==> config.mk <==
export PLATFORM = sky130hd
export DESIGN_NAME = dafc_converter_top
export DESIGN_NICKNAME = d
export VERILOG_FILES = /design/src/dafc_pkg.sv /design/src/dafc_converter_top.sv /design/src/dafc_lock_monitor.sv /design/src/dafc_sample_pipe.sv
export SDC_FILE = /design/constraint.sdc
export NUM_CORES = 1
export LEC_CHECK = 0
export BUFFER_PORTS_ARGS = -buffer_cell sky130_fd_sc_hd__buf_2
export CORE_ASPECT_RATIO = 2
export CORE_MARGIN = 4
export CORE_UTILIZATION = 60
export DETAILED_ROUTE_END_ITERATION = 12
export PLACE_DENSITY = 0.86
export SETUP_SLACK_MARGIN = 0.4
export SYNTH_ARGS = -nofsm -noshare
export SYNTH_HDL_FRONTEND = slang
export SYNTH_SLANG_ARGS = --single-unit
==> constraint.sdc <==
create_clock -name clk -period 18 [get_ports clk]
set_clock_uncertainty 0.05 [all_clocks]
set_input_delay 3.6 -clock clk [delete_from_list [all_inputs] [get_ports clk]]
set_output_delay 3.6 -clock clk [all_outputs]
set_load 0.02 [all_outputs]
==> src/dafc_pkg.sv <==
package dafc_pkg;

    // Channel count and word layout
    localparam int NCH = 2;
    localparam int WORD_W = 12;
    localparam int ANA_W = 16;
    localparam int FMT_W = WORD_W + 1;

    // Output codes, offset binary view
    localparam logic [WORD_W-1:0] CODE_MAX = 12'hFFF;
    localparam logic [WORD_W-1:0] CODE_MIN = 12'h000;
    localparam logic [WORD_W-1:0] CODE_TOP_BIT = 12'h800;

    // Sample limits in steps of one code
    localparam logic signed [ANA_W-1:0] POS_FULL = 16'sh07FF;
    localparam logic signed [ANA_W-1:0] NEG_FULL = 16'shF800;
    localparam logic signed [ANA_W-1:0] MID_OFFSET = 16'sh0800;

    // Four-level format strap
    typedef enum logic [1:0] {
        STRAP_GND = 2'b00,
        STRAP_THIRD = 2'b01,
        STRAP_TWO_THIRDS = 2'b10,
        STRAP_SUPPLY = 2'b11
    } dafc_strap_type;

    // Stabilizer loop states
    typedef enum logic [1:0] {
        LK_STOPPED = 2'b00,
        LK_ACQUIRE = 2'b01,
        LK_LOCKED = 2'b10
    } dafc_lock_type;

    // Register port
    localparam int REG_AW = 4;
    localparam int DATA_W = 32;
    localparam logic [REG_AW-1:0] REG_STATUS = 4'h0;
    localparam logic [REG_AW-1:0] REG_MASK = 4'h4;
    localparam logic [REG_AW-1:0] REG_CONFIG = 4'h8;
    localparam logic [REG_AW-1:0] REG_LOCK = 4'hC;

    // Event bits of status and mask
    localparam int EVT_W = 4;
    localparam int EVT_RANGE_A = 0;
    localparam int EVT_RANGE_B = 1;
    localparam int EVT_LOCK_A = 2;
    localparam int EVT_LOCK_B = 3;

    // Config and lock register fields
    localparam int CFG_TWOS = 0;
    localparam int CFG_STAB = 1;
    localparam int CFG_STRAP_LO = 2;
    localparam int LOCK_LOCKED_LO = 0;
    localparam int LOCK_READY_LO = 2;

    // Timing
    localparam int CLK_MHZ = 125;
    localparam int STOP_NS = 1000;
    localparam int STOP_CYCLES = (STOP_NS * CLK_MHZ + 999) / 1000;
    localparam int RELOCK_EDGES = 100;
    localparam int PER_W = 16;
    localparam int PIPE_LATENCY = 5;

endpackage

==> src/dafc_converter_top.sv <==
// The implementer's own choices: the strobed register port and the register offsets.
`timescale 1ns/100ps
// Function
// - Four-level strap picks coding and stabilizer
// - One strap setting governs both channels
// - Offset binary: midscale at zero input
// - Two's complement: offset binary, top bit inverted
// - Out of range: flag high, extreme code
// - Stabilizer: sample on rise, ignore fall
// - Stabilizer keeps internal duty at half
// - Relock takes a hundred clock cycles
// - Track while clock low, capture on rise
module dafc_converter_top #(
    parameter int PIPE_LATENCY = dafc_pkg::PIPE_LATENCY,
    parameter int STOP_CYCLES = dafc_pkg::STOP_CYCLES,
    parameter int RELOCK_EDGES = dafc_pkg::RELOCK_EDGES
) (
    input wire logic clk,
    input wire logic sys_rst,
    input wire logic [1:0] modeStrap,
    input wire logic chanASampleClock,
    input wire logic chanBSampleClock,
    input wire logic signed [dafc_pkg::ANA_W-1:0] analogA,
    input wire logic signed [dafc_pkg::ANA_W-1:0] analogB,
    output logic [dafc_pkg::WORD_W-1:0] conversionWordA,
    output logic rangeExceededFlagA,
    output logic wordValidA,
    output logic [dafc_pkg::WORD_W-1:0] conversionWordB,
    output logic rangeExceededFlagB,
    output logic wordValidB,
    output logic trackingA,
    output logic trackingB,
    output logic stabilizerReadyA,
    output logic stabilizerReadyB,
    input wire logic [dafc_pkg::REG_AW-1:0] regAddr,
    input wire logic [dafc_pkg::DATA_W-1:0] regWrData,
    input wire logic regWrEn,
    input wire logic regRdEn,
    output logic [dafc_pkg::DATA_W-1:0] regRdData,
    output logic irq
);
    localparam int NCH = dafc_pkg::NCH;
    localparam int WORD_W = dafc_pkg::WORD_W;
    localparam int FMT_W = dafc_pkg::FMT_W;
    localparam int PER_W = dafc_pkg::PER_W;
    localparam int EVT_W = dafc_pkg::EVT_W;
    localparam logic [PER_W-1:0] PER_SAT = '1;

    logic [NCH-1:0] sclk, sclkPrev_reg, rise, locked, lockGained, pipeFilled;
    logic [NCH-1:0] internalHigh_reg, internalHigh_next, wordValid_reg, stabRun_reg;
    logic signed [dafc_pkg::ANA_W-1:0] ana [NCH];
    logic [FMT_W-1:0] capFmt [NCH], ofsFmt [NCH], pipeOut [NCH];
    logic [PER_W-1:0] sinceRise_reg [NCH], period_reg [NCH], highCnt_reg [NCH];
    dafc_pkg::dafc_strap_type strap_reg;
    logic twosMode;
    logic stabOn;
    logic [EVT_W-1:0] events, status_reg, mask_reg, clearBits;
    logic [dafc_pkg::DATA_W-1:0] regRdData_reg;
    logic [dafc_pkg::DATA_W-1:0] readMux;

    // Format one held sample: flag bit on top of the 12-bit code
    function automatic logic [FMT_W-1:0] fmt_sample(input logic signed [dafc_pkg::ANA_W-1:0] a,
                                                    input logic twos);
        logic [WORD_W-1:0] w;
        logic o;
        w = dafc_pkg::CODE_MIN;
        o = 1'b0;
        if (a > dafc_pkg::POS_FULL) begin
            o = 1'b1;
            w = dafc_pkg::CODE_MAX;
        end else if (a < dafc_pkg::NEG_FULL) begin
            o = 1'b1;
            w = dafc_pkg::CODE_MIN;
        end else begin
            w = WORD_W'(a + dafc_pkg::MID_OFFSET);
        end
        if (twos) begin
            w = w ^ dafc_pkg::CODE_TOP_BIT;
        end
        return {o, w};
    endfunction

    // Internal high time: half the last period, at least one cycle
    function automatic logic [PER_W-1:0] half_period(input logic [PER_W-1:0] p);
        logic [PER_W-1:0] h;
        h = p >> 1;
        if (h == '0) begin
            h = PER_W'(1);
        end
        return h;
    endfunction

    // Both channel clocks are taken as synchronous to clk
    assign sclk = {chanBSampleClock, chanASampleClock};
    assign ana[0] = analogA;
    assign ana[1] = analogB;

    // Strap level registered every cycle
    always_ff @(posedge clk or posedge sys_rst) begin
        if (sys_rst) begin
            strap_reg <= dafc_pkg::STRAP_GND;
        end else begin
            strap_reg <= dafc_pkg::dafc_strap_type'(modeStrap);
        end
    end

    // Strap decode, one result shared by both channels
    always_comb begin
        case (strap_reg)
            dafc_pkg::STRAP_GND: begin
                twosMode = 1'b0;
                stabOn = 1'b0;
            end
            dafc_pkg::STRAP_THIRD: begin
                twosMode = 1'b0;
                stabOn = 1'b1;
            end
            dafc_pkg::STRAP_TWO_THIRDS: begin
                twosMode = 1'b1;
                stabOn = 1'b1;
            end
            dafc_pkg::STRAP_SUPPLY: begin
                twosMode = 1'b1;
                stabOn = 1'b0;
            end
            default: begin
                twosMode = 1'b0;
                stabOn = 1'b0;
            end
        endcase
    end

    // Rising edge of each sample clock
    always_ff @(posedge clk or posedge sys_rst) begin
        if (sys_rst) begin
            sclkPrev_reg <= '0;
        end else begin
            sclkPrev_reg <= sclk;
        end
    end

    assign rise = sclk & ~sclkPrev_reg;

    // Period between rises, saturating on a stopped clock
    always_ff @(posedge clk or posedge sys_rst) begin
        if (sys_rst) begin
            for (int c = 0; c < NCH; c++) begin
                sinceRise_reg[c] <= '0;
                period_reg[c] <= '0;
            end
        end else begin
            for (int c = 0; c < NCH; c++) begin
                if (rise[c]) begin
                    sinceRise_reg[c] <= PER_W'(1);
                    period_reg[c] <= sinceRise_reg[c];
                end else if (sinceRise_reg[c] != PER_SAT) begin
                    sinceRise_reg[c] <= sinceRise_reg[c] + 1'b1;
                end
            end
        end
    end

    // Internal hold phase: rebuilt from rises with stabilizer, else the pin level
    always_comb begin
        for (int c = 0; c < NCH; c++) begin
            if (stabOn) begin
                internalHigh_next[c] = rise[c] ||
                    (internalHigh_reg[c] && sinceRise_reg[c] < half_period(period_reg[c]));
            end else begin
                internalHigh_next[c] = sclk[c];
            end
        end
    end

    always_ff @(posedge clk or posedge sys_rst) begin
        if (sys_rst) begin
            internalHigh_reg <= '0;
        end else begin
            internalHigh_reg <= internalHigh_next;
        end
    end

    // Track while the internal phase is low
    assign trackingA = ~internalHigh_reg[0];
    assign trackingB = ~internalHigh_reg[1];

    // Capture and code the held sample on the rise
    always_comb begin
        for (int c = 0; c < NCH; c++) begin
            capFmt[c] = fmt_sample(ana[c], twosMode);
            ofsFmt[c] = fmt_sample(ana[c], 1'b0);
        end
    end

    // Per-channel latency line and stabilizer loop
    for (genvar g = 0; g < NCH; g++) begin : gen_chan
        dafc_sample_pipe #(
            .WIDTH(FMT_W),
            .DEPTH(PIPE_LATENCY)
        ) u_pipe (
            .clk(clk),
            .sys_rst(sys_rst),
            .push(rise[g]),
            .pushData(capFmt[g]),
            .popData(pipeOut[g]),
            .filled(pipeFilled[g])
        );

        dafc_lock_monitor #(
            .STOP_CYCLES(STOP_CYCLES),
            .RELOCK_EDGES(RELOCK_EDGES)
        ) u_lock (
            .clk(clk),
            .sys_rst(sys_rst),
            .enable(stabOn),
            .clockRise(rise[g]),
            .locked(locked[g]),
            .lockGained(lockGained[g])
        );
    end

    // One valid pulse per sample once the line is full
    always_ff @(posedge clk or posedge sys_rst) begin
        if (sys_rst) begin
            wordValid_reg <= '0;
        end else begin
            wordValid_reg <= rise & pipeFilled;
        end
    end

    assign conversionWordA = pipeOut[0][WORD_W-1:0];
    assign rangeExceededFlagA = pipeOut[0][WORD_W];
    assign conversionWordB = pipeOut[1][WORD_W-1:0];
    assign rangeExceededFlagB = pipeOut[1][WORD_W];
    assign wordValidA = wordValid_reg[0];
    assign wordValidB = wordValid_reg[1];
    assign stabilizerReadyA = ~stabOn | locked[0];
    assign stabilizerReadyB = ~stabOn | locked[1];

    // Events: range exceeded at capture, lock gained
    always_comb begin
        events = '0;
        events[dafc_pkg::EVT_RANGE_A] = rise[0] & capFmt[0][WORD_W];
        events[dafc_pkg::EVT_RANGE_B] = rise[1] & capFmt[1][WORD_W];
        events[dafc_pkg::EVT_LOCK_A] = lockGained[0];
        events[dafc_pkg::EVT_LOCK_B] = lockGained[1];
    end

    assign clearBits = (regWrEn && regAddr == dafc_pkg::REG_STATUS) ? regWrData[EVT_W-1:0] : '0;

    // Sticky status, write one to clear, a new event wins
    always_ff @(posedge clk or posedge sys_rst) begin
        if (sys_rst) begin
            status_reg <= '0;
        end else begin
            status_reg <= (status_reg & ~clearBits) | events;
        end
    end

    // Interrupt mask
    always_ff @(posedge clk or posedge sys_rst) begin
        if (sys_rst) begin
            mask_reg <= '0;
        end else if (regWrEn && regAddr == dafc_pkg::REG_MASK) begin
            mask_reg <= regWrData[EVT_W-1:0];
        end
    end

    assign irq = |(status_reg & mask_reg);

    // Read decode, unmapped reads give zero
    always_comb begin
        readMux = '0;
        case (regAddr)
            dafc_pkg::REG_STATUS: readMux[EVT_W-1:0] = status_reg;
            dafc_pkg::REG_MASK: readMux[EVT_W-1:0] = mask_reg;
            dafc_pkg::REG_CONFIG: begin
                readMux[dafc_pkg::CFG_TWOS] = twosMode;
                readMux[dafc_pkg::CFG_STAB] = stabOn;
                readMux[dafc_pkg::CFG_STRAP_LO +: 2] = strap_reg;
            end
            dafc_pkg::REG_LOCK: begin
                readMux[dafc_pkg::LOCK_LOCKED_LO +: NCH] = locked;
                readMux[dafc_pkg::LOCK_READY_LO +: NCH] = ~{NCH{stabOn}} | locked;
            end
            default: readMux = '0;
        endcase
    end

    // Read data stand for one cycle after the strobe
    always_ff @(posedge clk or posedge sys_rst) begin
        if (sys_rst) begin
            regRdData_reg <= '0;
        end else begin
            regRdData_reg <= regRdEn ? readMux : '0;
        end
    end

    assign regRdData = regRdData_reg;

    // Checker helpers: high run since the last rise, stabilizer-started runs
    always_ff @(posedge clk or posedge sys_rst) begin
        if (sys_rst) begin
            for (int c = 0; c < NCH; c++) begin
                highCnt_reg[c] <= '0;
            end
            stabRun_reg <= '0;
        end else begin
            for (int c = 0; c < NCH; c++) begin
                highCnt_reg[c] <= (internalHigh_reg[c] && !rise[c]) ? highCnt_reg[c] + 1'b1 : '0;
            end
            stabRun_reg <= (rise & {NCH{stabOn}}) | (stabRun_reg & ~rise & {NCH{stabOn}});
        end
    end
endmodule

==> src/dafc_lock_monitor.sv <==
`timescale 1ns/100ps
module dafc_lock_monitor #(
    parameter int STOP_CYCLES = dafc_pkg::STOP_CYCLES,
    parameter int RELOCK_EDGES = dafc_pkg::RELOCK_EDGES
) (
    input wire logic clk,
    input wire logic sys_rst,
    input wire logic enable,
    input wire logic clockRise,
    output logic locked,
    output logic lockGained
);
    localparam int IDLE_W = $clog2(STOP_CYCLES + 1);
    localparam int EDGE_W = $clog2(RELOCK_EDGES + 1);
    localparam logic [IDLE_W-1:0] STOP_LIM = IDLE_W'(STOP_CYCLES);
    localparam logic [EDGE_W-1:0] EDGE_LAST = EDGE_W'(RELOCK_EDGES - 1);

    dafc_pkg::dafc_lock_type state_reg, state_next;
    logic [IDLE_W-1:0] idle_reg;
    logic [EDGE_W-1:0] edges_reg;
    logic gained_reg;
    logic stopped;

    assign stopped = (idle_reg >= STOP_LIM);

    // Time since the last sample clock rise
    always_ff @(posedge clk or posedge sys_rst) begin
        if (sys_rst) begin
            idle_reg <= '0;
        end else if (clockRise) begin
            idle_reg <= '0;
        end else if (!stopped) begin
            idle_reg <= idle_reg + 1'b1;
        end
    end

    // Loop state: a stopped clock drops lock
    always_comb begin
        state_next = state_reg;
        case (state_reg)
            dafc_pkg::LK_STOPPED: begin
                if (enable && clockRise) begin
                    state_next = dafc_pkg::LK_ACQUIRE;
                end
            end
            dafc_pkg::LK_ACQUIRE: begin
                if (!enable || stopped) begin
                    state_next = dafc_pkg::LK_STOPPED;
                end else if (clockRise && edges_reg == EDGE_LAST) begin
                    state_next = dafc_pkg::LK_LOCKED;
                end
            end
            dafc_pkg::LK_LOCKED: begin
                if (!enable || stopped) begin
                    state_next = dafc_pkg::LK_STOPPED;
                end
            end
            default: begin
                state_next = dafc_pkg::LK_STOPPED;
            end
        endcase
    end

    always_ff @(posedge clk or posedge sys_rst) begin
        if (sys_rst) begin
            state_reg <= dafc_pkg::LK_STOPPED;
        end else begin
            state_reg <= state_next;
        end
    end

    // Rising edges seen while acquiring, first one included
    always_ff @(posedge clk or posedge sys_rst) begin
        if (sys_rst) begin
            edges_reg <= '0;
        end else if (state_reg != dafc_pkg::LK_ACQUIRE) begin
            edges_reg <= (state_next == dafc_pkg::LK_ACQUIRE) ? EDGE_W'(1) : '0;
        end else if (clockRise) begin
            edges_reg <= edges_reg + 1'b1;
        end
    end

    // Lock gained pulse
    always_ff @(posedge clk or posedge sys_rst) begin
        if (sys_rst) begin
            gained_reg <= 1'b0;
        end else begin
            gained_reg <= (state_next == dafc_pkg::LK_LOCKED) && (state_reg != dafc_pkg::LK_LOCKED);
        end
    end

    assign locked = (state_reg == dafc_pkg::LK_LOCKED);
    assign lockGained = gained_reg;
endmodule

==> src/dafc_sample_pipe.sv <==
`timescale 1ns/100ps
module dafc_sample_pipe #(
    parameter int WIDTH = dafc_pkg::FMT_W,
    parameter int DEPTH = dafc_pkg::PIPE_LATENCY
) (
    input wire logic clk,
    input wire logic sys_rst,
    input wire logic push,
    input wire logic [WIDTH-1:0] pushData,
    output logic [WIDTH-1:0] popData,
    output logic filled
);
    localparam int FILL_W = $clog2(DEPTH + 1);
    localparam logic [FILL_W-1:0] FILL_LIM = FILL_W'(DEPTH);

    logic [WIDTH-1:0] mem_reg [DEPTH];
    logic [WIDTH-1:0] popData_reg;
    logic [FILL_W-1:0] fill_reg;

    // Shift one stage per sample
    always_ff @(posedge clk or posedge sys_rst) begin
        if (sys_rst) begin
            for (int i = 0; i < DEPTH; i++) begin
                mem_reg[i] <= '0;
            end
        end else if (push) begin
            mem_reg[0] <= pushData;
            for (int i = 1; i < DEPTH; i++) begin
                mem_reg[i] <= mem_reg[i-1];
            end
        end
    end

    // Registered read of the oldest stage
    always_ff @(posedge clk or posedge sys_rst) begin
        if (sys_rst) begin
            popData_reg <= '0;
        end else if (push) begin
            popData_reg <= mem_reg[DEPTH-1];
        end
    end

    // Count stages holding real samples
    always_ff @(posedge clk or posedge sys_rst) begin
        if (sys_rst) begin
            fill_reg <= '0;
        end else if (push && fill_reg != FILL_LIM) begin
            fill_reg <= fill_reg + 1'b1;
        end
    end

    assign popData = popData_reg;
    assign filled = (fill_reg == FILL_LIM);
endmodule

* Yosys cells after proc, flatten, opt, wreduce, memory -nomap -nowiden
Index checks and enable logic that the tools add are counted.
Operators by class: add/subtract/negate cells 10, magnitude comparators 8, equal/unequal tests 28, multiplexer cells 45, bitwise logic cells 18, reductions and logical operators 32
Operator list (number):
- 16-bit 2-to-1 mux | 6
- 12-bit 2-to-1 mux | 6
- 7-bit 2-to-1 mux | 8
- 16-bit by 1-bit adder with 16-bit output, second input constant | 2
- 16-bit by 12-bit greater-than comparator with 1-bit output, second input constant | 2
- 16-bit zero test | 2
- 16-bit by 12-bit < comparator with 1-bit output, second input constant | 2
- 16-bit < comparator | 2
- 16-bit != test, second input constant | 2
- 15-bit 2-to-1 mux | 2
- 7-bit by 1-bit adder with 7-bit output, second input constant | 4
- 12-bit adder, second input constant | 2
- 2-bit 2-to-1 mux | 8
- 4-bit one-hot mux with 4 select lines | 1
- 7-bit == test, second input constant | 2
- 7-bit >= comparator, second input constant | 2
- 2-bit == test, second input constant | 6
- 1-bit logical AND | 12
- 2-bit one-hot mux with 3 select lines | 2
- 2-bit by 1-bit == test with 1-bit output, second input constant | 5
- 4-bit AND | 2
- 4-bit == test, second input constant | 2
- 1-bit 2-to-1 mux | 8
- 4-bit 2-to-1 mux | 2
- 22 further kinds | 49
Word-level totals: register bits 280, output and inout bits 65

* Logic depth before layout (Yosys ltp)
word-level depth 10, mapped depth 8, mapped depth without buffers 7

* Hierarchy
From an unflattened synthesis, not the netlist that was laid out.
Unflattened totals: cell total of the unflattened synthesis 1044, area total of the unflattened synthesis 13349.1 um2
Modules (own cells, without submodules):
- dafc_sample_pipe | times used 2, cells an instance 179, area an instance 3385.7 um2, seq. area each 2026.9 um2
- dafc_converter_top | times used 1, cells an instance 514, area an instance 4808.4 um2, seq. area each 2052.0 um2
- dafc_lock_monitor | times used 2, cells an instance 86, area an instance 884.6 um2, seq. area each 425.4 um2

* Least setup slack after synthesis
OpenSTA, ideal clock, no wires.
kind input to register, start input port chanBSampleClock, end register gen_chan[1].u_lock.edges_reg[6], arrival time 4678 ps, required time 17872 ps, slack 13194 ps, cell stages on the path 5, buffers on the path 1, cell sequence nor2b_1 -> clkbuf_1 -> nand4_1 -> or3_1 -> a21oi_1
Between the ends: word-level cells in the longest chain between the ends 2
Ends and longest elaborated chain:
- from (decl) | RTL line dafc_converter_top.sv:22 | input wire logic chanBSampleClock,
- 2-bit AND | RTL line dafc_converter_top.sv:142 | assign rise = sclk & ~sclkPrev_reg;
- 2-bit nonzero test (no source line)
- to (signal assigned) | RTL line dafc_lock_monitor.sv:77 | edges_reg <= (state_next == dafc_pkg::LK_ACQUIRE) ? EDGE_W'(1) : '0;
- to (signal assigned) | RTL line dafc_lock_monitor.sv:79 | edges_reg <= edges_reg + 1'b1;
- to (decl) | RTL line dafc_lock_monitor.sv:20 | logic [EDGE_W-1:0] edges_reg;
Every way passes these cells. A chain may end at the register's enable or synchronous reset.

* Worst setup path in the final report
start register strap_reg[0], end output port stabilizerReadyA
Between the ends: word-level cells in the longest chain between the ends 5, elaborated cells between the ends (all ways) 9
Ends and longest elaborated chain:
- from (decl) | RTL line dafc_converter_top.sv:54 | dafc_pkg::dafc_strap_type strap_reg;
- from (signal assigned) | RTL line dafc_converter_top.sv:101 | strap_reg <= dafc_pkg::STRAP_GND;
- from (signal assigned) | RTL line dafc_converter_top.sv:103 | strap_reg <= dafc_pkg::dafc_strap_type'(modeStrap);
- 2-bit == test, or another cell as far along | RTL line dafc_converter_top.sv:109 | case (strap_reg)
- 2-bit OR reduction (no source line)
- 1-bit one-hot mux with 2 select lines * | RTL line dafc_converter_top.sv:109
- 1-bit NOT * | RTL line dafc_converter_top.sv:237 | assign stabilizerReadyA = ~stabOn | locked[0];
- 1-bit bitwise OR * | RTL line dafc_converter_top.sv:237
- to (decl) | RTL line dafc_converter_top.sv:33 | output logic stabilizerReadyA,
Mark *: on every way between the ends. The rest lies on a longest branch, timed or not.

==> metrics <==
outcome=finished, final reports clean; most frequent cell after synthesis=nand2_1; CTS Buffer Depth=3; area of the core=slightly above 20000 um2; Filler cells=1611; Vias/cell=roughly 5.5; CTS resizes=0; Slowest cell on crit path=ha_1; post-CTS setup buffer count=0; wire length per cell=14.8 um; share of the clock period used by the worst path=a little under a third; die height=between 200 and 250 um; Async SR Flop Fraction=100%; leakage=7.04 nW; VDD IR max=just over 0.00008 V; CTS H-tree lvls=1; Synth cell types=49; Top Ports=141; synth top area cells=dfrtp_1 56%, nand2_1 15%, ha_1 4.2%; total track usage=between 20% and 30%; Clk Latency, worst-skew pair=between 0.5 and 0.6 ns; RSZ-0062 raised after global routing=no; root buffer cell=clkbuf_16; MaxCap Viol Count=0; reg-to-reg endpoint=gen_chan[1].u_lock.edges_reg[6]; Max stage delay on crit path=0.57 ns; R2R depth=5; pwr dens=113 nW/um2; critical path class=reg2out; Startpoint Class=register; r2r setup slk=15.67 ns; starting density of the core=between 60% and 70%; CP arrival=1.94 ns; FMAX=between 150 and 200 MHz; global-route wire length before repair=42500 um; Synth Warn #=0; CP cell instances=inv_1 > ha_1 > nand2b_1 > buf_2; Final Max Slew Viols=0; min Tclk post-route=5.59 ns; Synth top cells by count=506 x nand2_1, 278 x dfrtp_1, 69 x o21ai_0; pin count of the biggest net entering global routing=120; Worst Hold Depth=1; clock slew at reported path FFs=0.06 ns; Yosys top cell area share=a little under three fifths; Post-synth EDFFs=0; Crit. End Element=output pin; Netlist Area Pre-Place=12400 um2; Synth Area per Inst=9.17 um2; vias in the first global route=9090; share of cells above drive strength 1=10.1%; worst hold path class=reg2reg; end of the worst hold path=status_reg[3]; DRT iter0 DRCs=554; Yosys reg bits=between 200 and 300; die area=23100 um2; Vias=roughly 9300; origin of the critical flop-to-flop path=sclkPrev_reg[1]; Syn Inst Count=1349; Worst-Margin Slew=1.11 ns; CTS tree=built; Cell Rows=74; Die W=about 110 um; final WL=between 20000 and 25000 um; Yosys top cell by area=dfrtp_1; dpl hpwl=~16000 um; maximum fanout along the worst path=14; antenna violations before repair=4; setup TNS=0 ns; TritonCTS Buffers=24; Max-slew headroom=between 20% and 30%; drt drc=0; grt total ovfl=0; Synth-to-Final Area Change=10.2%; Final setup viols=0; final hold vios=0; max FFs per register=130; Top FF cell, synth=dfrtp_1; hold wc startpoint=gen_chan[1].u_lock.lockGained; router iterations before antenna repair=5; port buffer count=84; data required time at the worst endpoint=around 14 ns; CTS Hold Buffers Added=0; Detail Route Antenna Nets=0; CTS sink cnt=278; layout net count=1524; final RePlAce weighted congestion=0.861; sequential area share after synthesis=56.2%; hold slack=a little under 0.4 ns
==> placed cells by master, fill, tap and decap left out, types with 6 or more instances in the layout <==
| cell | n |
|---|---|
| buf_2 | 84 |
| a21oi_1 | 48 |
| clkbuf_16 | 24 |
| nor2_1 | 60 |
| a211oi_1 | 13 |
| a21o_1 | 8 |
| conb_1 | 28 |
| nor2b_1 | 7 |
| and3_1 | 10 |
| ha_1 | 42 |
| xor2_1 | 13 |
| o21ai_0 | 69 |
| nand2_1 | 504 |
| xnor2_1 | 20 |
| nand4_1 | 21 |
| dfrtp_1 | 278 |
| inv_1 | 43 |
| nand3_1 | 19 |
| nand2b_1 | 6 |
| nor4_1 | 15 |
| a31oi_1 | 11 |
| nor3_1 | 18 |
| clkbuf_8 | 7 |
==> metal layers <==
metal | GRT usage [%] | up-vias | wire length (um)
li1 | - | 4490 | -
met1 | 27.4 | 4527 | 9590
met2 | 39.3 | 261 | 13200
met3 | 3.24 | 57 | 1290
met4 | 8.39 | 4 | 803
met5 | 0 | - | 25
==> where the power goes <==
part	internal [mW]	total [mW]	switching, mW
Sequential	0.720	0.791	0.0704
Combinational	0.0985	0.254	0.155
Clock	0.276	0.497	0.221
==> kinds of logic (layout without fill, tap and decap cells) <==
kind of cell               count (synthesis)  count (layout)  synth area share (%)
adders and majority gates                 42              42                  4.25
other                                      1              30                0.0303
buffers and inverters                    129             176                  4.81
AOI/OAI and AO/OA                        163             163                  7.53
xor gates and xnor gates                  33              33                  2.34
and+or+nand+nor                          695             695                  23.9
DFF                                      278             278                  56.2
muxes                                      8               8                 0.900
==> stage by stage <==
step / util [%] / std cells / total power [mW] / setup slack, ns / area (um2)
global placement: 63.2 / 1646 / 1.04 / 12.30 / 12900
detailed placement: 63.2 / 1646 / 1.05 / 12.25 / 12900
finish: 66.9 / 1691 / 1.54 / 12.41 / 13600
global route: 66.9 / 1691 / 1.63 / 12.34 / 13600
floorplan: - / 1376 / 0.978 / 6.68 / 12500
CTS: 66.9 / 1689 / 1.55 / 12.39 / 13600
==> worst max path at each step <==
| stage | from | endpoint | slack, ns | cells past startpoint |
|---|---|---|---|---|
| after floorplan | sys_rst | gen_chan[0].u_lock.edges_reg[0] | 6.68 | 1 |
| after global placement | chanBSampleClock | gen_chan[1].u_lock.edges_reg[6] | 12.30 | 6 |
| after detailed placement | chanBSampleClock | gen_chan[1].u_lock.edges_reg[6] | 12.25 | 6 |
| after CTS | strap_reg[0] | stabilizerReadyA | 12.39 | 4 |
| after global routing | strap_reg[0] | stabilizerReadyB | 12.34 | 4 |
| final | strap_reg[0] | stabilizerReadyA | 12.41 | 4 |
==> area by class of cell <==
type,instances,area (um2),share of cell area [%]
repair buffers,89,458,3.36
clock buffers,36,716,5.25
flip-flops and latches,278,6960,51.0
multi-input cells,969,4940,36.3
well taps,266,333,2.44
diodes,2,5.00,0.0367
inverters,44,173,1.27
clock inverters,7,50.0,0.367
==> critical path: cells and delay by family (launching register included) <==
| kind | cells | cell delay [ns] |
|---|---|---|
| buf+inv | 2 | 0.27 |
| fa+ha+maj | 1 | 0.57 |
| flops | 1 | 0.38 |
| simple gates | 1 | 0.21 |
Note: power is estimated with default switching activity, not from simulation.
